## src/inc/ttic_pkg.sv

```systemverilog
`default_nettype none
package ttic_pkg;

    ////////////////////////////////////////////////////////////////////////////
    // Register indexes; the byte address is four times the index
    localparam logic [9:0] IDX_CONFIG    = 10'h030;
    localparam logic [9:0] IDX_STATUS    = 10'h031;
    localparam logic [9:0] IDX_ADDR_CTRL = 10'h032;
    localparam logic [9:0] IDX_DATA_BUF  = 10'h033;

    localparam logic [7:0] CONFIG_RST    = 8'h00;
    localparam logic [7:0] ADDR_CTRL_RST = 8'h00;
    localparam logic [7:0] DATA_BUF_RST  = 8'h00;

    // Configuration, status and address/control fields
    localparam int CFG_PER_SLOT_EN_BIT = 0;
    localparam int CFG_WINDOW_MODE_BIT = 1;
    localparam int CFG_CAS_SEL_BIT     = 2;
    localparam int STATUS_BUSY_BIT     = 7;
    localparam int AC_DIR_BIT          = 7;

    // Data-control byte fields
    localparam int CTRL_REPLACE_BIT = 7;
    localparam int CTRL_PSEL_LO_BIT = 6;
    localparam int CTRL_PSEL_HI_BIT = 5;
    localparam int CTRL_SIGNALING_SOURCE_BIT  = 4;

    // Internal address map
    localparam logic [6:0] CTRL_BASE = 7'h20;
    localparam logic [6:0] CTRL_LAST = 7'h3F;
    localparam logic [6:0] IDLE_BASE = 7'h40;
    localparam logic [6:0] IDLE_LAST = 7'h5F;

    // Inversion masks; slot bit 1 is byte bit 7
    localparam logic [7:0] MASK_ODD_SLOT_BITS  = 8'hAA;
    localparam logic [7:0] MASK_EVEN_SLOT_BITS = 8'h55;
    localparam logic [7:0] MASK_ALL_BITS       = 8'hFF;

    // Milliwatt sequences, first entry first
    localparam logic [0:7][7:0] MW_ALAW = {8'h34, 8'h21, 8'h21, 8'h34,
                                           8'hB4, 8'hA1, 8'hA1, 8'hB4};
    localparam logic [0:7][7:0] MW_MULAW = {8'h1E, 8'h0B, 8'h0B, 8'h1E,
                                            8'h9E, 8'h8B, 8'h8B, 8'h9E};

    // Access timing
    localparam int ACCESS_TIME_NS = 480;
    localparam int CLK_PERIOD_NS  = 8;
    localparam int ACCESS_MAX_CYC = ACCESS_TIME_NS / CLK_PERIOD_NS;

    typedef enum {ACC_IDLE, ACC_RUN, ACC_CAPTURE} ttic_acc_state_t;

endpackage : ttic_pkg
`default_nettype wire

```

## src/rtl/ttic_mw_seq.sv

```systemverilog
`timescale 1ns/1ns
`default_nettype none
module ttic_mw_seq
    import ttic_pkg::*;
(
    // Clock and reset
    input  wire logic       clk_in,
    input  wire logic       rst_n_in,
    // Control
    input  wire logic       advance_in,
    input  wire logic       law_mu_in,
    // Pattern byte
    output logic      [7:0] mw_byte_out
);

    logic [2:0] phase_q;

    // Wraps from the eighth entry to the first by overflow
    always_ff @(posedge clk_in or negedge rst_n_in) begin
        if (!rst_n_in) begin
            phase_q <= 3'h0;
        end else if (advance_in) begin
            phase_q <= phase_q + 3'h1;
        end
    end

    assign mw_byte_out = law_mu_in ? MW_MULAW[phase_q] : MW_ALAW[phase_q];
endmodule : ttic_mw_seq
`default_nettype wire

```

## src/rtl/ttic_slot_mem.sv

```systemverilog
`timescale 1ns/1ns
`default_nettype none
module ttic_slot_mem #(
    parameter int DATA_W = 8,
    parameter int DEPTH  = 32,
    parameter int ADDR_W = 5
) (
    // Clock and reset
    input  wire logic              clk_in,
    input  wire logic              rst_n_in,
    // Host port
    input  wire logic [ADDR_W-1:0] a_addr_in,
    input  wire logic              a_we_in,
    input  wire logic [DATA_W-1:0] a_wdata_in,
    output logic      [DATA_W-1:0] a_rdata_out,
    // Transmit path port
    input  wire logic [ADDR_W-1:0] b_addr_in,
    output logic      [DATA_W-1:0] b_rdata_out
);

    logic [DATA_W-1:0] mem_q [DEPTH];

    // Cleared at reset so untouched slots pass data unchanged
    always_ff @(posedge clk_in or negedge rst_n_in) begin
        if (!rst_n_in) begin
            for (int i = 0; i < DEPTH; i++) begin
                mem_q[i] <= '0;
            end
        end else if (a_we_in) begin
            mem_q[a_addr_in] <= a_wdata_in;
        end
    end

    always_ff @(posedge clk_in or negedge rst_n_in) begin
        if (!rst_n_in) begin
            a_rdata_out <= '0;
            b_rdata_out <= '0;
        end else begin
            a_rdata_out <= mem_q[a_addr_in];
            b_rdata_out <= mem_q[b_addr_in];
        end
    end

endmodule : ttic_slot_mem
`default_nettype wire

```

## src/rtl/ttic_top.sv

```systemverilog
`timescale 1ns/1ns
`default_nettype none
// Functional notes
// - Writing address/control with valid address starts one internal access.
// - Direction 1 reads the addressed byte; direction 0 writes the buffer into it.
// - Read data lands in the data buffer within 480 ns.
// - Internal 20H..3FH are data-control bytes of slots 0..31.
// - Internal 40H..5FH are idle-code bytes of slots 0..31.
// - Control byte: replace 7, select lo 6, select hi 5, source 4, alt bits 3..0.
// - Replace 0, selects 0: slot byte passes unchanged.
// - Replace 0, lo 0, hi 1: invert slot bits 1,3,5,7.
// - Replace 0, lo 1, hi 0: invert slot bits 2,4,6,8.
// - Replace 0, both selects 1: invert all eight bits.
// - Replace 1, lo 0: idle code replaces the slot byte.
// - Replace 1, lo 1, hi 0: A-law milliwatt sequence replaces data.
// - Replace 1, both selects 1: mu-law milliwatt sequence replaces data.
// - Signaling source bit counts only when channel associated signaling selected.
// - Source 0 takes backplane signaling; source 1 takes the alternate bits.
// - Address/control and data buffer reset to zero.
// - Busy high during an access, low after; host polls before next.
// - Per-slot enable 0 disables every per-slot function.
// - Idle code goes out most significant bit first.
module ttic_top
    import ttic_pkg::*;
(
    // Clock and reset
    input  wire logic        SYS_CLK_IN,
    input  wire logic        RST_N_IN,
    // APB slave
    input  wire logic        PSEL_IN,
    input  wire logic        PENABLE_IN,
    input  wire logic        PWRITE_IN,
    input  wire logic [11:0] PADDR_IN,
    input  wire logic [31:0] PWDATA_IN,
    output logic      [31:0] PRDATA_OUT,
    output logic             PREADY_OUT,
    output logic             PSLVERR_OUT,
    // Backplane slot stream
    input  wire logic        SLOT_VALID_IN,
    input  wire logic [4:0]  SLOT_NUM_IN,
    input  wire logic [7:0]  BACKPLANE_PCM_IN,
    input  wire logic [3:0]  BACKPLANE_SIGNALING_IN,
    // Outgoing slot stream
    output logic             OUTGOING_VALID_OUT,
    output logic      [7:0]  OUTGOING_PCM_OUT,
    output logic      [3:0]  OUTGOING_SIG_OUT
);

    localparam int BUSY_LIMIT = ACCESS_MAX_CYC;

    ////////////////////////////////////////////////////////////////////////////
    // Reset release
    logic rst_meta_q;
    logic rst_n;

    always_ff @(posedge SYS_CLK_IN or negedge RST_N_IN) begin
        if (!RST_N_IN) begin
            rst_meta_q <= 1'b0;
            rst_n      <= 1'b0;
        end else begin
            rst_meta_q <= 1'b1;
            rst_n      <= rst_meta_q;
        end
    end

    ////////////////////////////////////////////////////////////////////////////
    // APB decode
    logic [9:0]      apb_idx;
    logic            apb_setup;
    logic            apb_wr;
    logic [7:0]      config_q;
    logic [7:0]      addr_ctrl_q;
    logic [7:0]      data_buf_q;
    logic            busy_q;
    ttic_acc_state_t acc_state_q;
    logic            start_acc;
    logic            per_slot_en;
    logic            window_mode;
    logic            cas_en;

    assign apb_idx     = PADDR_IN[11:2];
    assign apb_setup   = PSEL_IN && !PENABLE_IN;
    assign apb_wr      = PSEL_IN && PENABLE_IN && PWRITE_IN;
    assign PREADY_OUT  = 1'b1;
    assign PSLVERR_OUT = 1'b0;
    assign per_slot_en = config_q[CFG_PER_SLOT_EN_BIT];
    assign window_mode = config_q[CFG_WINDOW_MODE_BIT];
    assign cas_en      = config_q[CFG_CAS_SEL_BIT];

    // Requests written while busy are dropped, keeping the running access intact
    assign start_acc = apb_wr && apb_idx == IDX_ADDR_CTRL && !busy_q && window_mode;

    always_ff @(posedge SYS_CLK_IN or negedge rst_n) begin
        if (!rst_n) begin
            config_q <= CONFIG_RST;
        end else if (apb_wr && apb_idx == IDX_CONFIG) begin
            config_q <= PWDATA_IN[7:0];
        end
    end

    always_ff @(posedge SYS_CLK_IN or negedge rst_n) begin
        if (!rst_n) begin
            addr_ctrl_q <= ADDR_CTRL_RST;
        end else if (apb_wr && apb_idx == IDX_ADDR_CTRL && !busy_q) begin
            addr_ctrl_q <= PWDATA_IN[7:0];
        end
    end

    // Read data sampled in the setup phase, stable through the access phase
    always_ff @(posedge SYS_CLK_IN or negedge rst_n) begin
        if (!rst_n) begin
            PRDATA_OUT <= 32'h0000_0000;
        end else if (apb_setup) begin
            case (apb_idx)
                IDX_CONFIG:    PRDATA_OUT <= {24'h00_0000, config_q};
                IDX_STATUS:    PRDATA_OUT <= {24'h00_0000, busy_q, 7'h00};
                IDX_ADDR_CTRL: PRDATA_OUT <= {24'h00_0000, addr_ctrl_q};
                IDX_DATA_BUF:  PRDATA_OUT <= {24'h00_0000, data_buf_q};
                default:       PRDATA_OUT <= 32'h0000_0000;
            endcase
        end
    end

    ////////////////////////////////////////////////////////////////////////////
    // Indirect access sequencer
    logic [6:0] int_addr;
    logic       acc_read;
    logic       in_ctrl;
    logic       in_idle;
    logic       ctrl_we;
    logic       idle_we;
    logic [7:0] ctrl_host_rd;
    logic [7:0] idle_host_rd;
    logic [7:0] cap_byte;

    assign int_addr = addr_ctrl_q[6:0];
    assign acc_read = addr_ctrl_q[AC_DIR_BIT];
    assign in_ctrl  = int_addr >= CTRL_BASE && int_addr <= CTRL_LAST;
    assign in_idle  = int_addr >= IDLE_BASE && int_addr <= IDLE_LAST;
    // Writes take the buffer byte the host loaded beforehand
    assign ctrl_we  = acc_state_q == ACC_RUN && !acc_read && in_ctrl;
    assign idle_we  = acc_state_q == ACC_RUN && !acc_read && in_idle;

    always_comb begin
        if (in_ctrl) begin
            cap_byte = ctrl_host_rd;
        end else if (in_idle) begin
            cap_byte = idle_host_rd;
        end else begin
            cap_byte = 8'h00;
        end
    end

    always_ff @(posedge SYS_CLK_IN or negedge rst_n) begin
        if (!rst_n) begin
            acc_state_q <= ACC_IDLE;
        end else begin
            case (acc_state_q)
                ACC_IDLE:    acc_state_q <= start_acc ? ACC_RUN : ACC_IDLE;
                ACC_RUN:     acc_state_q <= ACC_CAPTURE;
                ACC_CAPTURE: acc_state_q <= ACC_IDLE;
                default:     acc_state_q <= ACC_IDLE;
            endcase
        end
    end

    always_ff @(posedge SYS_CLK_IN or negedge rst_n) begin
        if (!rst_n) begin
            busy_q <= 1'b0;
        end else if (start_acc) begin
            busy_q <= 1'b1;
        end else if (acc_state_q == ACC_CAPTURE) begin
            busy_q <= 1'b0;
        end
    end

    // Completion of a read wins over a host write in the same cycle
    always_ff @(posedge SYS_CLK_IN or negedge rst_n) begin
        if (!rst_n) begin
            data_buf_q <= DATA_BUF_RST;
        end else if (acc_state_q == ACC_CAPTURE && acc_read) begin
            data_buf_q <= cap_byte;
        end else if (apb_wr && apb_idx == IDX_DATA_BUF) begin
            data_buf_q <= PWDATA_IN[7:0];
        end
    end

    ////////////////////////////////////////////////////////////////////////////
    // Per-slot stores
    logic [7:0] ctrl_byte;
    logic [7:0] idle_byte;

    ttic_slot_mem #(
        .DATA_W (8),
        .DEPTH  (32),
        .ADDR_W (5)
    ) u_ctrl_mem (
        .clk_in      (SYS_CLK_IN),
        .rst_n_in    (rst_n),
        .a_addr_in   (int_addr[4:0]),
        .a_we_in     (ctrl_we),
        .a_wdata_in  (data_buf_q),
        .a_rdata_out (ctrl_host_rd),
        .b_addr_in   (SLOT_NUM_IN),
        .b_rdata_out (ctrl_byte)
    );

    ttic_slot_mem #(
        .DATA_W (8),
        .DEPTH  (32),
        .ADDR_W (5)
    ) u_idle_mem (
        .clk_in      (SYS_CLK_IN),
        .rst_n_in    (rst_n),
        .a_addr_in   (int_addr[4:0]),
        .a_we_in     (idle_we),
        .a_wdata_in  (data_buf_q),
        .a_rdata_out (idle_host_rd),
        .b_addr_in   (SLOT_NUM_IN),
        .b_rdata_out (idle_byte)
    );

    ////////////////////////////////////////////////////////////////////////////
    // Transmit path, stage one aligns with the store read
    logic       s1_valid_q;
    logic [7:0] s1_pcm_q;
    logic [3:0] s1_sig_q;
    logic       replace_enable;
    logic       pattern_select_lo;
    logic       pattern_select_hi;
    logic       signaling_source;
    logic       s1_is_mw;
    logic       mw_used_q;
    logic       mw_advance;
    logic [7:0] mw_byte;
    logic [7:0] pcm_d;
    logic [3:0] sig_d;

    always_ff @(posedge SYS_CLK_IN or negedge rst_n) begin
        if (!rst_n) begin
            s1_valid_q <= 1'b0;
            s1_pcm_q   <= 8'h00;
            s1_sig_q   <= 4'h0;
        end else begin
            s1_valid_q <= SLOT_VALID_IN;
            s1_pcm_q   <= BACKPLANE_PCM_IN;
            s1_sig_q   <= BACKPLANE_SIGNALING_IN;
        end
    end

    assign replace_enable    = ctrl_byte[CTRL_REPLACE_BIT];
    assign pattern_select_lo = ctrl_byte[CTRL_PSEL_LO_BIT];
    assign pattern_select_hi = ctrl_byte[CTRL_PSEL_HI_BIT];
    assign signaling_source  = ctrl_byte[CTRL_SIGNALING_SOURCE_BIT];
    assign s1_is_mw          = s1_valid_q && per_slot_en && replace_enable && pattern_select_lo;

    // Phase moves at the first slot of the frame after any milliwatt use
    assign mw_advance = SLOT_VALID_IN && SLOT_NUM_IN == 5'h00 && (mw_used_q || s1_is_mw);

    always_ff @(posedge SYS_CLK_IN or negedge rst_n) begin
        if (!rst_n) begin
            mw_used_q <= 1'b0;
        end else if (mw_advance) begin
            mw_used_q <= 1'b0;
        end else if (s1_is_mw) begin
            mw_used_q <= 1'b1;
        end
    end

    ttic_mw_seq u_mw_seq (
        .clk_in      (SYS_CLK_IN),
        .rst_n_in    (rst_n),
        .advance_in  (mw_advance),
        .law_mu_in   (pattern_select_hi),
        .mw_byte_out (mw_byte)
    );

    always_comb begin
        pcm_d = s1_pcm_q;
        sig_d = s1_sig_q;
        if (per_slot_en) begin
            if (!replace_enable) begin
                case ({pattern_select_lo, pattern_select_hi})
                    2'b00:   pcm_d = s1_pcm_q;
                    2'b01:   pcm_d = s1_pcm_q ^ MASK_ODD_SLOT_BITS;
                    2'b10:   pcm_d = s1_pcm_q ^ MASK_EVEN_SLOT_BITS;
                    default: pcm_d = s1_pcm_q ^ MASK_ALL_BITS;
                endcase
            end else if (!pattern_select_lo) begin
                pcm_d = idle_byte;
            end else begin
                pcm_d = mw_byte;
            end
            if (cas_en && signaling_source) begin
                sig_d = ctrl_byte[3:0];
            end
        end
    end

    always_ff @(posedge SYS_CLK_IN or negedge rst_n) begin
        if (!rst_n) begin
            OUTGOING_VALID_OUT <= 1'b0;
            OUTGOING_PCM_OUT   <= 8'h00;
            OUTGOING_SIG_OUT   <= 4'h0;
        end else begin
            OUTGOING_VALID_OUT <= s1_valid_q;
            OUTGOING_PCM_OUT   <= pcm_d;
            OUTGOING_SIG_OUT   <= sig_d;
        end
    end
endmodule : ttic_top
`default_nettype wire

```

## config.mk

```make
export PLATFORM = sky130hd
export DESIGN_NAME = ttic_top
export DESIGN_NICKNAME = d
export VERILOG_FILES = /design/src/inc/ttic_pkg.sv /design/src/rtl/ttic_mw_seq.sv /design/src/rtl/ttic_slot_mem.sv /design/src/rtl/ttic_top.sv
export SDC_FILE = /design/constraint.sdc
export NUM_CORES = 1
export LEC_CHECK = 0
export BUFFER_PORTS_ARGS = -buffer_cell sky130_fd_sc_hd__buf_4
export CAP_MARGIN = 30
export CORE_MARGIN = 4
export CORE_UTILIZATION = 29
export CTS_CLUSTER_SIZE = 30
export DETAILED_ROUTE_END_ITERATION = 8
export HOLD_SLACK_MARGIN = 0.15
export MAX_ROUTING_LAYER = met4
export PLACE_DENSITY = 0.48
export SLEW_MARGIN = 20
export SYNTH_ARGS = -nofsm -noshare
export SYNTH_HDL_FRONTEND = slang
export SYNTH_SLANG_ARGS = --single-unit
```

## constraint.sdc

```tcl
create_clock -name SYS_CLK_IN -period 34.6 [get_ports SYS_CLK_IN]
set_input_delay 1.73 -clock SYS_CLK_IN [delete_from_list [all_inputs] [get_ports SYS_CLK_IN]]
set_output_delay 1.73 -clock SYS_CLK_IN [all_outputs]
set_load 0.02 [all_outputs]
```

Word level (Yosys, flattened, before mapping)
Memories as Yosys holds them, arrays and structs flattened.
Index checks and enable logic that the tools add are counted.

operators by class
  add/subtract/negate cells = 1
  magnitude comparators = 8
  equality and inequality tests = 9
  multiplexer cells = 38
  bitwise operators = 6
  reduce and logical (&&, ||, !) cells = 31

operators by type and width
  kind                                                                          number
  256-bit bitwise mux                                                           2
  8-bit two-way mux                                                             21
  8-bit binary-select mux with 5-bit select                                     4
  8-bit demux with 5-bit select                                                 1
  10-bit by 6-bit equality test with 1-bit output, second input constant        4
  32-bit by 1-bit equality test with 1-bit output, second input constant        1
  32-bit by 2-bit equality test with 1-bit output, second input constant        1
  32-bit by 3-bit equality test with 1-bit output, second input constant        1
  32-bit zero test                                                              1
  8-bit case mux with 4 select lines                                            1
  8-bit case mux with 3 select lines                                            1
  1-bit logical AND                                                             21
  6-bit >= comparator, second input constant                                    2
  5-bit inverter with 6-bit output                                              2
  4-bit two-way mux                                                             2
  4-bit inverter                                                                2
  8-bit inverter                                                                1
  7-bit by 6-bit >= comparator with 1-bit output, second input constant         1
  7-bit >= comparator, second input constant                                    1
  7-bit by 6-bit <= comparator with 1-bit output, second input constant         1
  7-bit <= comparator, second input constant                                    1
  6-bit by 1-bit less-than comparator with 1-bit output, second input constant  1
  2-bit nonzero test                                                            3
  5-bit zero test                                                               1
  other kinds (10)                                                              16

word-level totals
  bits in registers = 665
  bits in read-only memories = 128
  input bits = 67
  output and inout bits = 47
  word-level logic and storage cells = 179
  memories kept = 2

memory list
  name              words  bits a word  read ports  clocked after Yosys merged registers in  write ports  line               RTL
  (name not given)  8      8            1           0                                        0            ttic_mw_seq.sv:27  assign mw_byte_out = law_mu_in ? MW_MULAW[phase_q] : MW_ALAW[phase_q];
  (name not given)  8      8            1           0                                        0            ttic_mw_seq.sv:27

Depth between registers and ports, before layout
  word-level depth = 8
  gate-level depth with buffers = 8
  depth with buffers taken out = 5

Hierarchy
Synthesis repeated with hierarchy kept, for this count alone.

unflattened totals
  cells, all modules = 1959
  area, all modules = 31003.5 µm²

modules (own cells, without submodules)
  module         instances  cells an instance  area an instance (µm²)  seq. area each (µm²)
  ttic_slot_mem  2          841                13900.8                 6806.5
  ttic_top       1          261                3029.2                  1601.5
  ttic_mw_seq    1          16                 172.7                   75.1

Worst setup path before layout
Ideal clock, no wire load.

  path kind = input to register
  start point = input port PADDR_IN[9]
  end point = register addr_ctrl_q[0]
  data arrival time = 3562 ps
  required time = 34475 ps
  path slack = 30913 ps
  stages = 5
  path through = or4_4 or3_4 or4b_4 buf_6 mux2_4

between the ends
  cells in the longest elaborated chain, start to end = 3

RTL lines
  item                                             line             RTL
  from (decl)                                      ttic_top.sv:33   input wire logic [11:0] PADDR_IN,
  10-bit by 6-bit equality test with 1-bit output  ttic_top.sv:104  end else if (apb_wr && apb_idx == IDX_ADDR_CTRL && !busy_q) begin
  1-bit logical AND (2 in series)                  ttic_top.sv:104
  to (signal assigned)                             ttic_top.sv:105  addr_ctrl_q <= PWDATA_IN[7:0];
  to (decl)                                        ttic_top.sv:72   logic [7:0] addr_ctrl_q;

Every way passes these cells.
A chain may end at the register's enable or synchronous reset.

Final worst setup path
  start point = input port SLOT_NUM_IN[0]
  end point = register u_idle_mem.b_rdata_out[6]

between the ends
  cells in the longest elaborated chain, start to end = 4

RTL lines
  item                                                    line                 RTL
  from (decl)                                             ttic_top.sv:40       input wire logic [4:0] SLOT_NUM_IN,
  5-bit inverter with 6-bit output (implied by the code)  ttic_slot_mem.sv:40  b_rdata_out <= mem_q[b_addr_in];
  8-bit binary-select mux with 5-bit select               ttic_slot_mem.sv:40
  8-bit two-way mux (implied by the code) (2 in series)   ttic_slot_mem.sv:40
  to (signal assigned)                                    ttic_slot_mem.sv:40
  to (decl)                                               ttic_slot_mem.sv:18  output logic [DATA_W-1:0] b_rdata_out

Every way passes these cells. The select of a mux whose other input is x is not followed.

==> out/qor.yml <==
outcome:
  run_status: "finished, final reports clean"
clocking:
  clockRootBuffer: "clkbuf_16"
  post-cts-setup-buffers: 0
  cts_tree: "built"
  cts_made_buffers: 71
  clock_latency_ns: 0.62
  clock_path_buffers: 3
  h-tree-depth: 3
  path_clk_slew_ns: 0.06
  cts_hold_buf: 0
  post_cts_resized: 0
  clock_sinks: 611
job:
  drv_cap: 0
sta:
  slew_headroom: 0.3210
  setup_viol: 0
  period_needed_ns: 4.730
  setup_tns_ns: 0
  rsz0062_at_grt: "no"
  min_period_over_period: 0.1367
  skew_ns: 0.02136
  timing.fmax_ghz: 0.2114
  tightest_slew_ns: 1.019
  hold_viol: 0
  hold_ws_ns: 0.3328
  finalMaxSlewViolations: 0
worst_setup_path:
  crit_slowest_cell: "buf_4"
  cp_data_arrival_time_ns: 5.16
  cp.required_ns: 35.03
  cp_num_buf_inv: 3
  crit_family: "buffers and inverters"
  worstPathCellList: "clkbuf_8, buf_4, buf_4, mux2_2, a221o_1, a21oi_1, a22oi_1"
  critPathKind: "input port to flop"
  cp_common_cell: "buf_4"
  max_stage_delay_ns: 0.74
  cp-end-kind: "flop"
  cp_max_fo: 62
  cp-start-kind: "input port"
logic_synthesis:
  synth.area.top_cells: "dfrtp_1 (49%), mux2_2 (21%), mux4_2 (16%)"
  syn-cell-area_um2: 30920
  synthCells: 2071
  ys.warnings.count: 0
  netlist_top_cells_count: "dfrtp_1 (611), mux2_2 (577), mux4_2 (225)"
  synth_edf_count: 0
  async_reset_ff_frac: 1.000
  ys_ff_latch: 611
  ys_dominant_reg_cell: "dfrtp_1"
  yosys.area.top_type: "dfrtp_1"
  avgSynthCellArea_um2: 14.93
  yosysUniqueCellTypes: 55
  synthDominantCellAreaShare: 0.4944
  synth_most_common_cell: "dfrtp_1"
  ys_seq_area_frac: 0.4944
grt:
  grt_pass1_wl_um: 140900
  track_usage: 0.1736
  grt_pass1_vias: 20066
  grt_max_degree: 169
  antenna_found_initial: 7
  gr-total-overflow: 0
hold_path:
  hp-class: "flop to async pin"
final_layout:
  fillers: 10140
  stdcell_count: 3545
  final_layout_size_suffix_gt1_frac: 0.5209
  largest_registers: "u_ctrl_mem.mem_q (256), u_idle_mem.mem_q (256)"
  design_area_um2: 35450
  areaGrowthSynthToFinish_pct: 14.64
  final_nets: 2161
placed_design:
  hpwlAfterDp_um: 62150
  placed_area_um2: 32900
  io_buffers: 61
  gp_congestion: 0.8169
  placed_cells: 3405
floorplan:
  rows: 119
  die_w_um: 334.5
  core-area_um2: 105600
  die_h_um: 334.5
  fp.dieArea_um2: 111900
  io_pins: 114
  initial_utilization: 0.2929
pwr:
  power_density_nw_per_um2: 43.82
  p_leak_nw: 15.94
  ir_drop_mv: 0.03447
  power_mw: 1.553
drt:
  wl_um: 94620
  num_vias: 19255
  drc: 0
  routedWlPerCell_um: 26.69
  firstDrtPassIters: 5
  drt_iter0_drc: 1521
  ant_nets: 0
  vias_per_cell: 5.432
==> per-stage QoR <==
stage               setup slack, ns  utilization
floorplan                     16.31            -
global placement              29.20       0.3105
detailed placement            29.20       0.3116
CTS                           29.87       0.3343
global route                  29.66       0.3358
finish                        29.87       0.3358
==> layout make-up <==
class | count | area, um2 | area share
Antenna cell | 6 | 15.01 | 0.0004235
Clock buffer | 109 | 2205 | 0.06219
Clock inverter | 19 | 190.2 | 0.005365
Inverter | 5 | 18.77 | 0.0005294
Multi-Input combinational cell | 1282 | 14890 | 0.4201
Sequential cell | 611 | 15310 | 0.4320
Tap cell | 1391 | 1740 | 0.04909
Timing Repair Buffer | 122 | 1076 | 0.03035
==> worst reg2reg max path: stages, from the launching register on <==
cell and delay (ns):
dfrtp_4 0.79, buf_4 0.61, buf_4 0.62, nand4_1 0.59, nor4_4 0.83, mux2_2 0.42
==> worst paths after layout <==
path,from,to,slack [ns],cells after the start
max in group asynchronous,rst_n,u_ctrl_mem.mem_q[216],31.57,5
worst max-delay path,SLOT_NUM_IN[0],u_idle_mem.b_rdata_out[6],29.87,7
worst max register to register,addr_ctrl_q[1],u_idle_mem.mem_q[225],30.62,5
min in group SYS_CLK_IN,rst_meta_q,rst_n,0.35,0
worst min-delay path,rst_n,u_idle_mem.mem_q[11],0.33,0
worst min register to register,rst_n,u_idle_mem.mem_q[11],0.33,0
==> logic make-up after synthesis <==
kind of cell    Yosys count  share of synthesized area
buf+inv                 203                    0.02893
compound gates          220                    0.05135
flops                   611                     0.4944
other cells               2                  0.0002429
fa+ha+maj                 1                  0.0004045
simple gates            192                    0.03650
xor+xnor                  2                  0.0005666
mux                     840                     0.3876
==> per-layer routing <==
layer / up-vias / global-route usage / wire length, um
met3: 141 / 0.03826 / 6163
met1: 10492 / 0.2409 / 43170
met4: 0 / 0.05496 / 2642
met2: 561 / 0.2540 / 42640
li1: 8061 / - / -
met5: - / - / 0
==> where the power goes <==
group          total, mW  switching (mW)  internal (mW)
Combinational     0.0623          0.0429         0.0194
Clock              0.768           0.307          0.462
Sequential         0.723         0.00399          0.719
Total               1.55           0.354           1.20
==> layout by cell type (no fill, tap or decap), drive strengths merged, types with 26 or more instances in the layout <==
cell / netlist / layout
o21ai: 26 / 26
dfrtp: 611 / 611
buf: 82 / 121
nand2: 86 / 86
mux2: 585 / 585
mux2i: 30 / 30
clkbuf: 116 / 110
a22oi: 121 / 121
conb: 2 / 27
mux4: 225 / 225
Power figures use the tool's default switching activity.
